### src/common/crs_pkg.sv
package crs_pkg;
   // Register indices on the plain register port.
   localparam logic [2:0] CRS_ADDR_MAIN_CLK = 3'h0;
   localparam logic [2:0] CRS_ADDR_RC_TRIM = 3'h1;
   localparam logic [2:0] CRS_ADDR_INTEGRITY = 3'h2;
   // Reset values.
   localparam logic [7:0] CRS_MAIN_CLK_RST = 8'h00;
   localparam logic [7:0] CRS_RC_TRIM_RST = 8'hFF;
   // Field positions.
   localparam int CRS_BIT_SLOW = 0;
   localparam int CRS_BIT_CLKOUT = 1;
   localparam int CRS_BIT_WARN_IE = 0;
   localparam int CRS_BIT_WARN_F = 1;
   localparam int CRS_BIT_UV_RF = 2;
   localparam int CRS_BIT_PLL_LOCK = 3;
   localparam int CRS_BIT_WDG_RF = 4;
   // Slow-mode divide ratio and half period.
   localparam int CRS_SLOW_DIV = 32;
   localparam logic [4:0] CRS_SLOW_HALF = 5'h0F;
   // Stabilisation delays in CPU clock cycles.
   localparam logic [12:0] CRS_DLY_SHORT = 13'h0100;
   localparam logic [12:0] CRS_DLY_LONG = 13'h1000;
   // Vector fetch length in cycles.
   localparam logic [1:0] CRS_FETCH_CYC = 2'h2;
   // Minimum reset output pulse in ns, and its count at 125 MHz (rounded up).
   localparam int CRS_CLK_PERIOD_NS = 8;
   localparam int CRS_MIN_OUT_PULSE_NS = 800;
   localparam logic [7:0] CRS_MIN_OUT_CYC =
      8'((CRS_MIN_OUT_PULSE_NS + CRS_CLK_PERIOD_NS - 1) / CRS_CLK_PERIOD_NS);
   // PLL start-up delay in ns, and its count (rounded up).
   localparam int CRS_PLL_STARTUP_NS = 16000;
   localparam logic [12:0] CRS_PLL_STARTUP_CYC =
      13'((CRS_PLL_STARTUP_NS + CRS_CLK_PERIOD_NS - 1) / CRS_CLK_PERIOD_NS);
   // Reset vector address.
   localparam logic [15:0] CRS_RESET_VECTOR = 16'hFFFE;
   // Reset sequencer states.
   typedef enum logic [3:0] {
      CRS_ACTIVE = 4'b0001,
      CRS_STAB = 4'b0010,
      CRS_FETCH = 4'b0100,
      CRS_RUN = 4'b1000
   } crs_state_t;
endpackage

### src/design/crs_clk_div.sv
`timescale 1ns/100ps
// Glitch-free slow-mode enable generator: the CPU clock is gated to a one-in-32
// enable, and the mode only changes at a period boundary so no short pulse occurs.
module crs_clk_div
   import crs_pkg::*;
(
   input wire logic sys_clk,
   input wire logic rst_n,
   input wire logic slow_mode_select,
   input wire logic run,
   output logic cpu_clk_en,
   output logic slow_active
);
   logic [4:0] cnt_r;
   logic [4:0] cnt_nxt;
   logic slow_r;
   logic slow_nxt;
   logic en_r;
   logic en_nxt;

   // Mode is taken only when the divider wraps, so the switch never cuts a period.
   always_comb begin
      cnt_nxt = cnt_r + 5'h01;
      slow_nxt = slow_r;
      en_nxt = 1'b0;
      if (cnt_r == 5'(CRS_SLOW_DIV - 1)) begin
         slow_nxt = slow_mode_select;
      end
      if (!run) begin
         en_nxt = 1'b0;
      end else if (slow_r) begin
         en_nxt = (cnt_r == 5'(CRS_SLOW_DIV - 1));
      end else begin
         en_nxt = 1'b1;
      end
   end

   // Divider registers.
   always_ff @(posedge sys_clk) begin
      if (!rst_n) begin
         cnt_r <= 5'h00;
         slow_r <= 1'b0;
         en_r <= 1'b0;
      end else begin
         cnt_r <= cnt_nxt;
         slow_r <= slow_nxt;
         en_r <= en_nxt;
      end
   end

   assign cpu_clk_en = en_r;
   assign slow_active = slow_r;
endmodule // crs_clk_div

### src/design/crs_supervisor.sv
// The address map and the address-and-strobe port were left to the implementer.
`timescale 1ns/100ps
// Summary of operation
// - Slow mode divides CPU clock by 32.
// - Clock-output bit drives main clock on pin.
// - Main clock register resets to zero.
// - Trim register resets FFh; 00h fastest.
// - Pin, undervoltage, watchdog, illegal opcode reset.
// - Reset pin low during stabilisation delay.
// - Phases: active, delay, two-cycle vector fetch.
// - Delay 256 for RC/external, 4096 crystal.
// - Vector fetched from top address pair.
// - PLL clock withheld for extra start-up.
// - Reset pin low detected, even in halt.
// - Watchdog underflow pulls pin low minimum time.
// - Undervoltage holds static reset and pin low.
// - Undervoltage reset enabled and threshold by option.
// - Warning comparator readable as live status.
// - Warning works only with undervoltage enabled.
// - Warning interrupt when enabled and unmasked.
// - Warning wakes from wait, not halt.
// - Halt freezes integrity register except reset-flag sets, detector runs.
// - Crystal keeps running through reset.
// - Warning flag bit 1, enable bit 0.
// - Watchdog flag bit 4, cleared by write/undervoltage.
// - Undervoltage flag bit 2, cleared by read.
module crs_supervisor
   import crs_pkg::*;
(
   input wire logic sys_clk,
   input wire logic rst_n,
   input wire logic [2:0] reg_addr,
   input wire logic [7:0] reg_wdata,
   input wire logic reg_wr,
   input wire logic reg_rd,
   output logic [7:0] reg_rdata,
   input wire logic reset_pin_in,
   output logic reset_pin_out,
   output logic reset_pin_oe,
   input wire logic uv_detect,
   input wire logic aux_voltage_detector,
   input wire logic watchdog_underflow,
   input wire logic illegal_opcode,
   input wire logic opt_uv_enable,
   input wire logic [1:0] opt_uv_threshold,
   input wire logic opt_crystal_sel,
   input wire logic opt_pll_enable,
   input wire logic pll_locked,
   input wire logic halt_mode,
   input wire logic wait_mode,
   input wire logic cpu_irq_mask,
   input wire logic irq_ack,
   output logic cpu_reset,
   output logic vector_fetch,
   output logic [15:0] vector_addr,
   output logic cpu_clk_en,
   output logic pll_clk_release,
   output logic osc_keep_running,
   output logic clock_out_enable,
   output logic clock_out,
   output logic [7:0] rc_trim_value,
   output logic [1:0] uv_threshold,
   output logic supply_warning_irq,
   output logic wait_wake
);
   // Pin and analog inputs cross two flip-flops before use.
   logic [1:0] pin_sync_r;
   logic [1:0] uv_sync_r;
   logic [1:0] aux_sync_r;
   logic pin_low;
   logic uv_low;
   logic aux_low;
   // Recent history of our own pin drive, as seen by the synchroniser.
   logic [1:0] oe_hist_r;
   logic pin_mask;

   // Register state.
   logic slow_mode_select_r;
   logic slow_mode_select_nxt;
   logic clk_out_en_r;
   logic clk_out_en_nxt;
   logic [7:0] trim_r;
   logic [7:0] trim_nxt;
   logic warn_ie_r;
   logic warn_ie_nxt;
   logic warn_f_r;
   logic warn_f_nxt;
   logic uv_rf_r;
   logic uv_rf_nxt;
   logic wdg_rf_r;
   logic wdg_rf_nxt;
   logic warn_pend_r;
   logic warn_pend_nxt;
   logic [7:0] rdata_r;
   logic [7:0] rdata_nxt;

   // Sequencer state.
   crs_state_t state_r;
   crs_state_t state_nxt;
   logic [12:0] cnt_r;
   logic [12:0] cnt_nxt;
   logic [7:0] pulse_r;
   logic [7:0] pulse_nxt;
   logic [12:0] pll_cnt_r;
   logic [12:0] pll_cnt_nxt;
   logic pll_rel_r;
   logic pll_rel_nxt;
   logic clkout_r;
   logic slow_active;
   logic uv_reset;
   logic int_src;
   logic any_src;
   logic [12:0] dly_len;

   // Synchronisers; only the second stage feeds logic.
   always_ff @(posedge sys_clk) begin
      if (!rst_n) begin
         pin_sync_r <= 2'h3;
         uv_sync_r <= 2'h0;
         aux_sync_r <= 2'h0;
         oe_hist_r <= 2'h0;
      end else begin
         pin_sync_r <= {pin_sync_r[0], reset_pin_in};
         // The drive history shifts in step with the pin stages it has to cover.
         oe_hist_r <= {oe_hist_r[0], reset_pin_oe};
         uv_sync_r <= {uv_sync_r[0], uv_detect};
         aux_sync_r <= {aux_sync_r[0], aux_voltage_detector};
      end
   end

   assign pin_low = ~pin_sync_r[1];
   assign uv_low = uv_sync_r[1];
   assign aux_low = aux_sync_r[1];
   // Undervoltage reset only exists when the option enables it.
   assign uv_reset = uv_low & opt_uv_enable;
   assign int_src = uv_reset | watchdog_underflow | illegal_opcode;
   // Our own pin drive reads back low, and the echo trails the drive by the two
   // synchroniser stages, so the pin term is masked for that long after release too.
   // Without the trailing mask the fetch phase would see its own delay as a new reset.
   assign pin_mask = reset_pin_oe | oe_hist_r[0] | oe_hist_r[1];
   assign any_src = int_src | (pin_low & ~pin_mask);
   assign dly_len = opt_crystal_sel ? CRS_DLY_LONG : CRS_DLY_SHORT;

   // Reset sequencer next state.
   always_comb begin
      state_nxt = state_r;
      cnt_nxt = cnt_r;
      pulse_nxt = (pulse_r != 8'h00) ? pulse_r - 8'h01 : 8'h00;
      if (watchdog_underflow) begin
         pulse_nxt = CRS_MIN_OUT_CYC;
      end
      case (state_r)
         CRS_ACTIVE: begin
            cnt_nxt = 13'h0000;
            // Stay while any source or the minimum output pulse holds.
            if (!any_src && !uv_reset && pulse_r == 8'h00) begin
               state_nxt = CRS_STAB;
            end
         end
         CRS_STAB: begin
            if (any_src) begin
               cnt_nxt = 13'h0000;
               state_nxt = CRS_ACTIVE;
            end else if (cnt_r == dly_len - 13'h0001) begin
               cnt_nxt = 13'h0000;
               state_nxt = CRS_FETCH;
            end else begin
               cnt_nxt = cnt_r + 13'h0001;
            end
         end
         CRS_FETCH: begin
            // A source during the fetch aborts it, so the CPU never starts half reset.
            if (any_src) begin
               state_nxt = CRS_ACTIVE;
            end else if (cnt_r == 13'(CRS_FETCH_CYC) - 13'h0001) begin
               state_nxt = CRS_RUN;
            end else begin
               cnt_nxt = cnt_r + 13'h0001;
            end
         end
         CRS_RUN: begin
            // Any source while running starts the whole sequence again.
            if (any_src) begin
               state_nxt = CRS_ACTIVE;
            end
         end
         default: begin
            state_nxt = CRS_ACTIVE;
         end
      endcase
   end

   // PLL start-up counter restarts with every reset.
   always_comb begin
      pll_cnt_nxt = pll_cnt_r;
      pll_rel_nxt = pll_rel_r;
      if (state_r != CRS_RUN) begin
         pll_cnt_nxt = 13'h0000;
         pll_rel_nxt = ~opt_pll_enable;
      end else if (!pll_rel_r) begin
         if (pll_cnt_r == CRS_PLL_STARTUP_CYC - 13'h0001) begin
            pll_rel_nxt = 1'b1;
         end else begin
            pll_cnt_nxt = pll_cnt_r + 13'h0001;
         end
      end
   end

   // Register file and flag next values.
   always_comb begin
      slow_mode_select_nxt = slow_mode_select_r;
      clk_out_en_nxt = clk_out_en_r;
      trim_nxt = trim_r;
      warn_ie_nxt = warn_ie_r;
      warn_f_nxt = warn_f_r;
      uv_rf_nxt = uv_rf_r;
      wdg_rf_nxt = wdg_rf_r;
      warn_pend_nxt = warn_pend_r;
      rdata_nxt = 8'h00;
      // Read data stand one cycle only; unmapped indices read as zero.
      if (reg_rd) begin
         case (reg_addr)
            CRS_ADDR_MAIN_CLK: rdata_nxt = {6'h00, clk_out_en_r, slow_mode_select_r};
            CRS_ADDR_RC_TRIM: rdata_nxt = trim_r;
            CRS_ADDR_INTEGRITY: rdata_nxt = {3'h0, wdg_rf_r, pll_locked, uv_rf_r,
                                             warn_f_r, warn_ie_r};
            default: rdata_nxt = 8'h00;
         endcase
      end
      if (reg_wr && reg_addr == CRS_ADDR_MAIN_CLK) begin
         // Upper bits are reserved and never stored.
         slow_mode_select_nxt = reg_wdata[CRS_BIT_SLOW];
         clk_out_en_nxt = reg_wdata[CRS_BIT_CLKOUT];
      end
      if (reg_wr && reg_addr == CRS_ADDR_RC_TRIM) begin
         trim_nxt = reg_wdata;
      end
      // Halt freezes the integrity register except the hardware reset-flag sets; the comparator itself keeps running.
      if (!halt_mode) begin
         if (reg_wr && reg_addr == CRS_ADDR_INTEGRITY) begin
            warn_ie_nxt = reg_wdata[CRS_BIT_WARN_IE];
            if (!reg_wdata[CRS_BIT_WDG_RF]) begin
               wdg_rf_nxt = 1'b0;
            end
         end
         if (reg_rd && reg_addr == CRS_ADDR_INTEGRITY) begin
            uv_rf_nxt = 1'b0;
         end
         warn_f_nxt = aux_low & opt_uv_enable;
         if (irq_ack) begin
            warn_pend_nxt = 1'b0;
         end
         // Rising warning flag sets the pending bit; set beats the acknowledge.
         if (aux_low && opt_uv_enable && !warn_f_r) begin
            warn_pend_nxt = 1'b1;
         end
      end
      // Hardware sets win over software clears.
      if (watchdog_underflow) begin
         wdg_rf_nxt = 1'b1;
      end
      if (uv_reset) begin
         uv_rf_nxt = 1'b1;
         wdg_rf_nxt = 1'b0;
      end
   end

   // Registers; main clock and trim return to their reset values on any reset.
   always_ff @(posedge sys_clk) begin
      if (!rst_n || state_r == CRS_ACTIVE) begin
         slow_mode_select_r <= CRS_MAIN_CLK_RST[CRS_BIT_SLOW];
         clk_out_en_r <= CRS_MAIN_CLK_RST[CRS_BIT_CLKOUT];
         trim_r <= CRS_RC_TRIM_RST;
         warn_ie_r <= 1'b0;
         warn_pend_r <= 1'b0;
      end else begin
         slow_mode_select_r <= slow_mode_select_nxt;
         clk_out_en_r <= clk_out_en_nxt;
         trim_r <= trim_nxt;
         warn_ie_r <= warn_ie_nxt;
         warn_pend_r <= warn_pend_nxt;
      end
   end

   // Flags and sequencer; cause flags survive sequencer resets.
   always_ff @(posedge sys_clk) begin
      if (!rst_n) begin
         warn_f_r <= 1'b0;
         uv_rf_r <= 1'b0;
         wdg_rf_r <= 1'b0;
         rdata_r <= 8'h00;
         state_r <= CRS_ACTIVE;
         cnt_r <= 13'h0000;
         pulse_r <= 8'h00;
         pll_cnt_r <= 13'h0000;
         pll_rel_r <= 1'b0;
         clkout_r <= 1'b0;
      end else begin
         warn_f_r <= warn_f_nxt;
         uv_rf_r <= uv_rf_nxt;
         wdg_rf_r <= wdg_rf_nxt;
         rdata_r <= rdata_nxt;
         state_r <= state_nxt;
         cnt_r <= cnt_nxt;
         pulse_r <= pulse_nxt;
         pll_cnt_r <= pll_cnt_nxt;
         pll_rel_r <= pll_rel_nxt;
         clkout_r <= clk_out_en_r & ~clkout_r;
      end
   end

   // Slow-mode clock enable generator.
   crs_clk_div u_div (
      .sys_clk(sys_clk),
      .rst_n(rst_n),
      .slow_mode_select(slow_mode_select_r),
      .run(state_r == CRS_RUN),
      .cpu_clk_en(cpu_clk_en),
      .slow_active(slow_active)
   );

   // Open-drain pin: drive low through active phase (internal causes) and delay.
   // The pin is only ever pulled low; the board pull-up supplies the high level.
   assign reset_pin_out = 1'b0;
   assign reset_pin_oe = (state_r == CRS_STAB) || (state_r == CRS_ACTIVE &&
                         (int_src || pulse_r != 8'h00));
   // The CPU stays held through the fetch and starts only in the run state.
   assign cpu_reset = (state_r != CRS_RUN);
   assign vector_fetch = (state_r == CRS_FETCH);
   assign vector_addr = CRS_RESET_VECTOR;
   assign pll_clk_release = pll_rel_r;
   assign osc_keep_running = 1'b1;
   assign clock_out_enable = clk_out_en_r;
   assign clock_out = clkout_r;
   assign rc_trim_value = trim_r;
   assign uv_threshold = opt_uv_threshold;
   assign reg_rdata = rdata_r;
   assign supply_warning_irq = warn_pend_r & warn_ie_r & ~cpu_irq_mask;
   assign wait_wake = supply_warning_irq & wait_mode & ~halt_mode;
endmodule // crs_supervisor

### config.mk
export PLATFORM = sky130hd
export DESIGN_NAME = crs_supervisor
export DESIGN_NICKNAME = d
export VERILOG_FILES = /design/src/common/crs_pkg.sv /design/src/design/crs_clk_div.sv /design/src/design/crs_supervisor.sv
export SDC_FILE = /design/constraint.sdc
export NUM_CORES = 1
export LEC_CHECK = 0
export ABC_CLOCK_PERIOD_IN_PS = 3330
export BUFFER_PORTS_ARGS = -buffer_cell sky130_fd_sc_hd__buf_4
export CORE_UTILIZATION = 45
export DETAILED_ROUTE_END_ITERATION = 12
export HOLD_SLACK_MARGIN = 0.08
export PLACE_DENSITY = 0.68
export SLEW_MARGIN = 0
export SYNTH_ARGS = -nofsm -noshare
export SYNTH_HDL_FRONTEND = slang
export SYNTH_SLANG_ARGS = --single-unit
### constraint.sdc
create_clock -name sys_clk -period 3.33 [get_ports sys_clk]
set_input_delay 0.1665 -clock sys_clk [delete_from_list [all_inputs] [get_ports sys_clk]]
set_output_delay 0.1665 -clock sys_clk [all_outputs]
set_load 0.01 [all_outputs]
Yosys cells after proc, flatten, opt, wreduce, memory -nomap -nowiden
Cells that the tools add are included.
- bits in registers: 78
- reduce and logical (&&, ||, !) cells: 35
- mux-type cells: 29
- equality and inequality tests: 20
- bitwise operators: 23
- add/sub/neg operators: 5
- operators by type and width (operator ; count):
    two-way mux 13 bit ; 5
    one-hot mux 13 bit (3 select lines) ; 1
    adder 13 x 1 -> 13 bit (second input constant) ; 2
    two-way mux 4 bit ; 6
    one-hot mux 8 bit (3 select lines) ; 1
    one-hot mux 4 bit (4 select lines) ; 1
    two-way mux 7 bit ; 2
    == test 13 x 1 -> 1 bit (second input constant) ; 1
    == test 13 x 11 -> 1 bit (second input constant) ; 1
    == test 13 bit ; 1
    two-way mux 1 bit ; 13
    subtractor 13 x 1 -> 13 bit (second input constant) ; 1
    AND reduction 2 bit ; 6
    != test 2 bit (second input constant) ; 5
    NOT 1 bit ; 10
    logical AND 1 bit ; 9
    bitwise AND 1 bit ; 8
    zero test 8 bit ; 1
    nonzero test 8 bit ; 1
    subtractor 8 x 1 -> 8 bit (second input constant) ; 1
    AND reduction 3 bit ; 2
    nonzero test 2 bit ; 3
    adder 5 x 1 -> 5 bit (second input constant) ; 1
    == test 5 bit (second input constant) ; 1
    18 further kinds ; 29

Longest topological paths before layout
- depth after elaboration: 16
- mapped depth: 9
- depth with buffers taken out: 8

Modules after synthesis
From an unflattened synthesis, not the netlist that was laid out.
- cells, all modules: 411
- area total of the unflattened synthesis: 3568.4 µm²
- by module, submodules not included (module ; cells an instance ; times used ; area each (µm²) ; seq. area each (µm²)):
    crs_supervisor ; 388 ; 1 ; 3308.2 ; 1421.4
    crs_clk_div ; 23 ; 1 ; 260.2 ; 140.1

Least setup slack after synthesis
Ideal clock, no wire load.
- path type: reg2reg
- from: register cnt_r[8]
- to: register cnt_r[7]
- data arrival time: 1.939 ns
- clock period less this slack: 2.055 ns
- stages on the path, launching flop included: 7
- data required time: 3.213 ns
- path slack: 1.275 ns
- cell sequence: dfxtp_1 -> or4_1 -> o22a_1 -> o31ai_1 -> a21oi_1 -> a21o_1 -> a22o_1
- word-level cells in the longest chain between the ends: 4
- RTL lines (element ; line ; RTL):
    start: declaration ; crs_supervisor.sv:100 ; logic [12:0] cnt_r;
    start signal: assignment ; crs_supervisor.sv:304 ; cnt_r <= cnt_nxt;
    == test 13 bit ; crs_supervisor.sv:164 ; end else if (cnt_r == dly_len - 13'h0001) begin
    two-way mux 13 bit ; crs_supervisor.sv:164 ;
    two-way mux 13 bit ; crs_supervisor.sv:161 ; if (any_src) begin
    one-hot mux 13 bit (3 select lines) ; crs_supervisor.sv:152 ; case (state_r)
Parallel ways exist; a longest one is shown, timed or not.
A chain may end at the register's enable or synchronous reset.

Worst setup path in the final report
- from: register state_r[0]
- to: register cnt_r[11]
- word-level cells in the longest chain between the ends: 10
- RTL lines (element ; line ; RTL):
    start: declaration ; crs_supervisor.sv:98 ; crs_state_t state_r;
    start signal: assignment ; crs_supervisor.sv:303 ; state_r <= state_nxt;
    == test 4 x 1 -> 1 bit ; crs_supervisor.sv:152, crs_supervisor.sv:325 ;
    logical AND 1 bit ; crs_supervisor.sv:325 ; assign reset_pin_oe = (state_r == CRS_STAB) || (state_r == CRS_ACTIVE &&
    logical OR 1 bit ; crs_supervisor.sv:325 ;
    bitwise OR 1 bit (2 in series) ; crs_supervisor.sv:140 ; assign pin_mask = reset_pin_oe | oe_hist_r[0] | oe_hist_r[1];
    NOT 1 bit ; crs_supervisor.sv:141 ; assign any_src = int_src | (pin_low & ~pin_mask);
    bitwise AND 1 bit ; crs_supervisor.sv:141 ;
    bitwise OR 1 bit ; crs_supervisor.sv:141 ;
    two-way mux 13 bit / != test 2 bit (equally long branches) ; - ;
    one-hot mux 13 bit (3 select lines) / AND reduction 3 bit (equally long branches) ; - ;
Parallel ways exist; a longest one is shown, timed or not.

==> results.toml <==
[routing]
vias_per_cell = 5.13
drtIter0Drc = 143
drc = 0
drt.antenna.violating_nets = 0
routed_wl_um = 7560
drtPass1Iterations = 4
wl_per_cell_um = 13.1
vias = 2970

[power_and_ir_drop]
internal_power_mw = 1.44
swShare_pct = 30.6
ir_drop_uv = 269
seq_power_share_pct = 49.6
p_leak_nw = 1.69
p_clk_share_pct = 30.1
p_per_area_nw_per_um2 = 490
combPwrFrac_pct = 20.3
switchingPower_uw = 636

[critical_path]
r2r_cells = 5
end_kind = "flop"
rr_startpoint = "state_r[0]"
cp_data_arrival_time_ps = 2560
critPathMaxFanout = 8
cp.required_ps = 3590
worstSetupPathType = "reg2reg"
reg2reg_to = "cnt_r[11]"
critPathLaunchType = "flop"
rrSetupSlack_ps = 1030

[clocking]
clk_latency_ps = 340
cts_sinks = 78
cts-root-buf = "clkbuf_8"
clk_pin_slew_ps = 80
cts_max_path_buffers = 2
cts_resized = 0
numCtsBuffers = 9
cts_tree = "done"
htree_levels = 3

[timing]
slew_violations = 0
fin_crit_sh_pct = 69.0
fin_setup_tns_ps = 0
finalSetupViolations = 0
rsz0062_at_grt = "false"
slew_headroom_pct = 33.7
final.min_clock_period_ps = 2300
max_clock_freq_ghz = 0.436
tightest_slew_ps = 980
hold_viol_final = 0
skew_ps = 11.2
setup_ws_ps = 1030

[logic_synthesis]
async_flop_share_pct = 0
ys.flop_type = "dfxtp_1"
synth_cell_types = 54
yosysSeqAreaShare_pct = 44.1
synth_edf_count = 0
yosys.area.top_type = "dfxtp_1"
syn_area_per_cell_um2 = 8.64
syn-instance-count = 410
synth.area.top_cells = "dfxtp_1 44%, nand2_1 5.6%, nor2_1 4.9%, buf_4 4.2%, a21oi_1 3.3%"
ys_ff_latch = 78
netlist.area_leader.share_pct = 44.1
syn-cell-area_um2 = 3540
synth.yosys.warnings = 0

[layout]
layout-drive-gt1-share_pct = 16.3
area_growth_pct = 19.8
finalInstanceArea_um2 = 4240
final_nets = 512
n_fill_cell = 696
fin_cells = 579
n_antenna_cell = 0

[global_route]
grt_pass1_wl_um = 12900
grt_max_degree = 24
antenna_found_initial = 0
gr-total-overflow = 0
grt_use_total_pct = 19.3
grt_pass1_vias = 2749

[placement]
placed_area_um2 = 3940
numPortBuffers = 52
hpwl_um = 5400
post-place-cells = 550
gp_congestion = 0.877
place_ws_ps = 1050

[run_status]
status = "completed"

[hold_path]
hold_end = "pll_clk_release"
whs_path_depth = 3
hold_path.class = "in2reg"
worstHoldStart = "opt_pll_enable"

[floorplan]
start_util_pct = 47.5
rows = 31
die_area_um2 = 8230
fp.coreArea_um2 = 7450
die_h_um = 90.7
io_pins = 75
die_x_um = 90.7

[run]
cap_viol_max_count = 0
## placed cells by master (no fill, tap or decap), drive strengths merged, types with 13 or more instances in the layout
| cell | netlist | layout |
|---|---|---|
| dfxtp | 78 | 78 |
| nand2 | 53 | 53 |
| buf | 20 | 52 |
| nor2 | 46 | 46 |
| a21oi | 23 | 23 |
| nand3 | 20 | 20 |
| conb | 2 | 18 |
| and2 | 16 | 16 |
| o21ai | 15 | 15 |
| dlygate4sd3 | 0 | 13 |
| inv | 12 | 13 |
## cells by family (layout without fill, tap and decap cells)
family | after synthesis | after routing | share of synthesized area (%)
simple gates | 193 | 193 | 28.4
xor+xnor | 20 | 20 | 4.95
fa+ha+maj | 7 | 7 | 2.47
buf+inv | 39 | 93 | 6.25
flops | 78 | 78 | 44.1
compound gates | 66 | 66 | 12.2
mux | 5 | 5 | 1.41
other cells | 2 | 18 | 0.212
## layout make-up
class | instances | area, um2 | area share [%]
Clock buffer | 10 | 128 | 3.01
Sequential cell | 78 | 1560 | 36.8
Clock inverter | 6 | 46.3 | 1.09
Tap cell | 99 | 124 | 2.92
Inverter | 12 | 45.0 | 1.06
Timing Repair Buffer | 65 | 520 | 12.3
Multi-Input combinational cell | 309 | 1820 | 42.8
## state kept, by name, summed over array words and instances (netlist names), 2 cells and up
signal and count:
oe_hist_r 2, reg_rdata 8, rc_trim_value 8, aux_sync_r 2, cnt_r 13, u_div.cnt_r 5, pll_cnt_r 13, pulse_r 8
pin_sync_r 2, state_r 4, uv_sync_r 2
## cells in the mapped netlist (all sizes together), types with 3 or more instances
library cell,count
or3,10
nand2,53
nor4b,8
and2,16
nor2,46
a21oi,23
nand2b,4
clkbuf,7
nor3b,3
a22oi,3
and3,5
nand3b,4
dfxtp,78
inv,12
ha,7
a211oi,3
a21o,6
buf,20
mux2i,5
nor2b,5
nor3,9
xnor2,10
xor2,10
o21ai,15
nand3,20
## per-layer routing
layer  routed length, um  vias to the layer above  GRT usage, %  part of all wire [%]
li1                    -                     1505             -                     -
met1                3490                     1391          24.4                    46
met2                3710                       72          32.8                    49
met3                 352                        2          5.39                   4.7
met4                  15                        0          3.63                  0.20
met5                   0                        -             0                     0
## timing repair
action                    CTS  global route
hold endpoints to repair   16             0
buffers inserted            0             0
hold buffers               13             0
## worst max-delay path, cell delays in order, from the launching register on
cell	delay, ps
dfxtp_1	510
nor4b_2	510
a31oi_2	240
o21a_4	280
or4_1	510
a31oi_1	170
## worst max path at each step
stage / from / end / cells after the start
after CTS: state_r[0] / cnt_r[11] / 5
final: state_r[0] / cnt_r[11] / 5
after floorplan: cnt_r[8] / cnt_r[7] / 6
after global placement: state_r[1] / cnt_r[11] / 6
after detailed placement: state_r[0] / cnt_r[11] / 5
after global routing: pll_cnt_r[0] / pll_cnt_r[5] / 6
## power by group through the flow
stage	registers, mW	clock network (mW)	logic, mW
2_1_floorplan	1.04	0	0.303
3_3_place_gp	1.05	0	0.402
3_5_place_dp	1.05	0	0.409
4_1_cts	1.03	0.649	0.423
5_1_grt	1.04	0.694	0.468
6_report	1.03	0.626	0.421
## metrics by stage
step	power [mW]	util, %	hold WS, ps
2_1_floorplan	1.35	-	268
3_3_place_gp	1.45	52.9	333
3_5_place_dp	1.46	52.9	333
4_1_cts	2.10	57.0	105
5_1_grt	2.20	57.0	123
6_report	2.08	57.0	121
(Power assumes the default switching activity.)
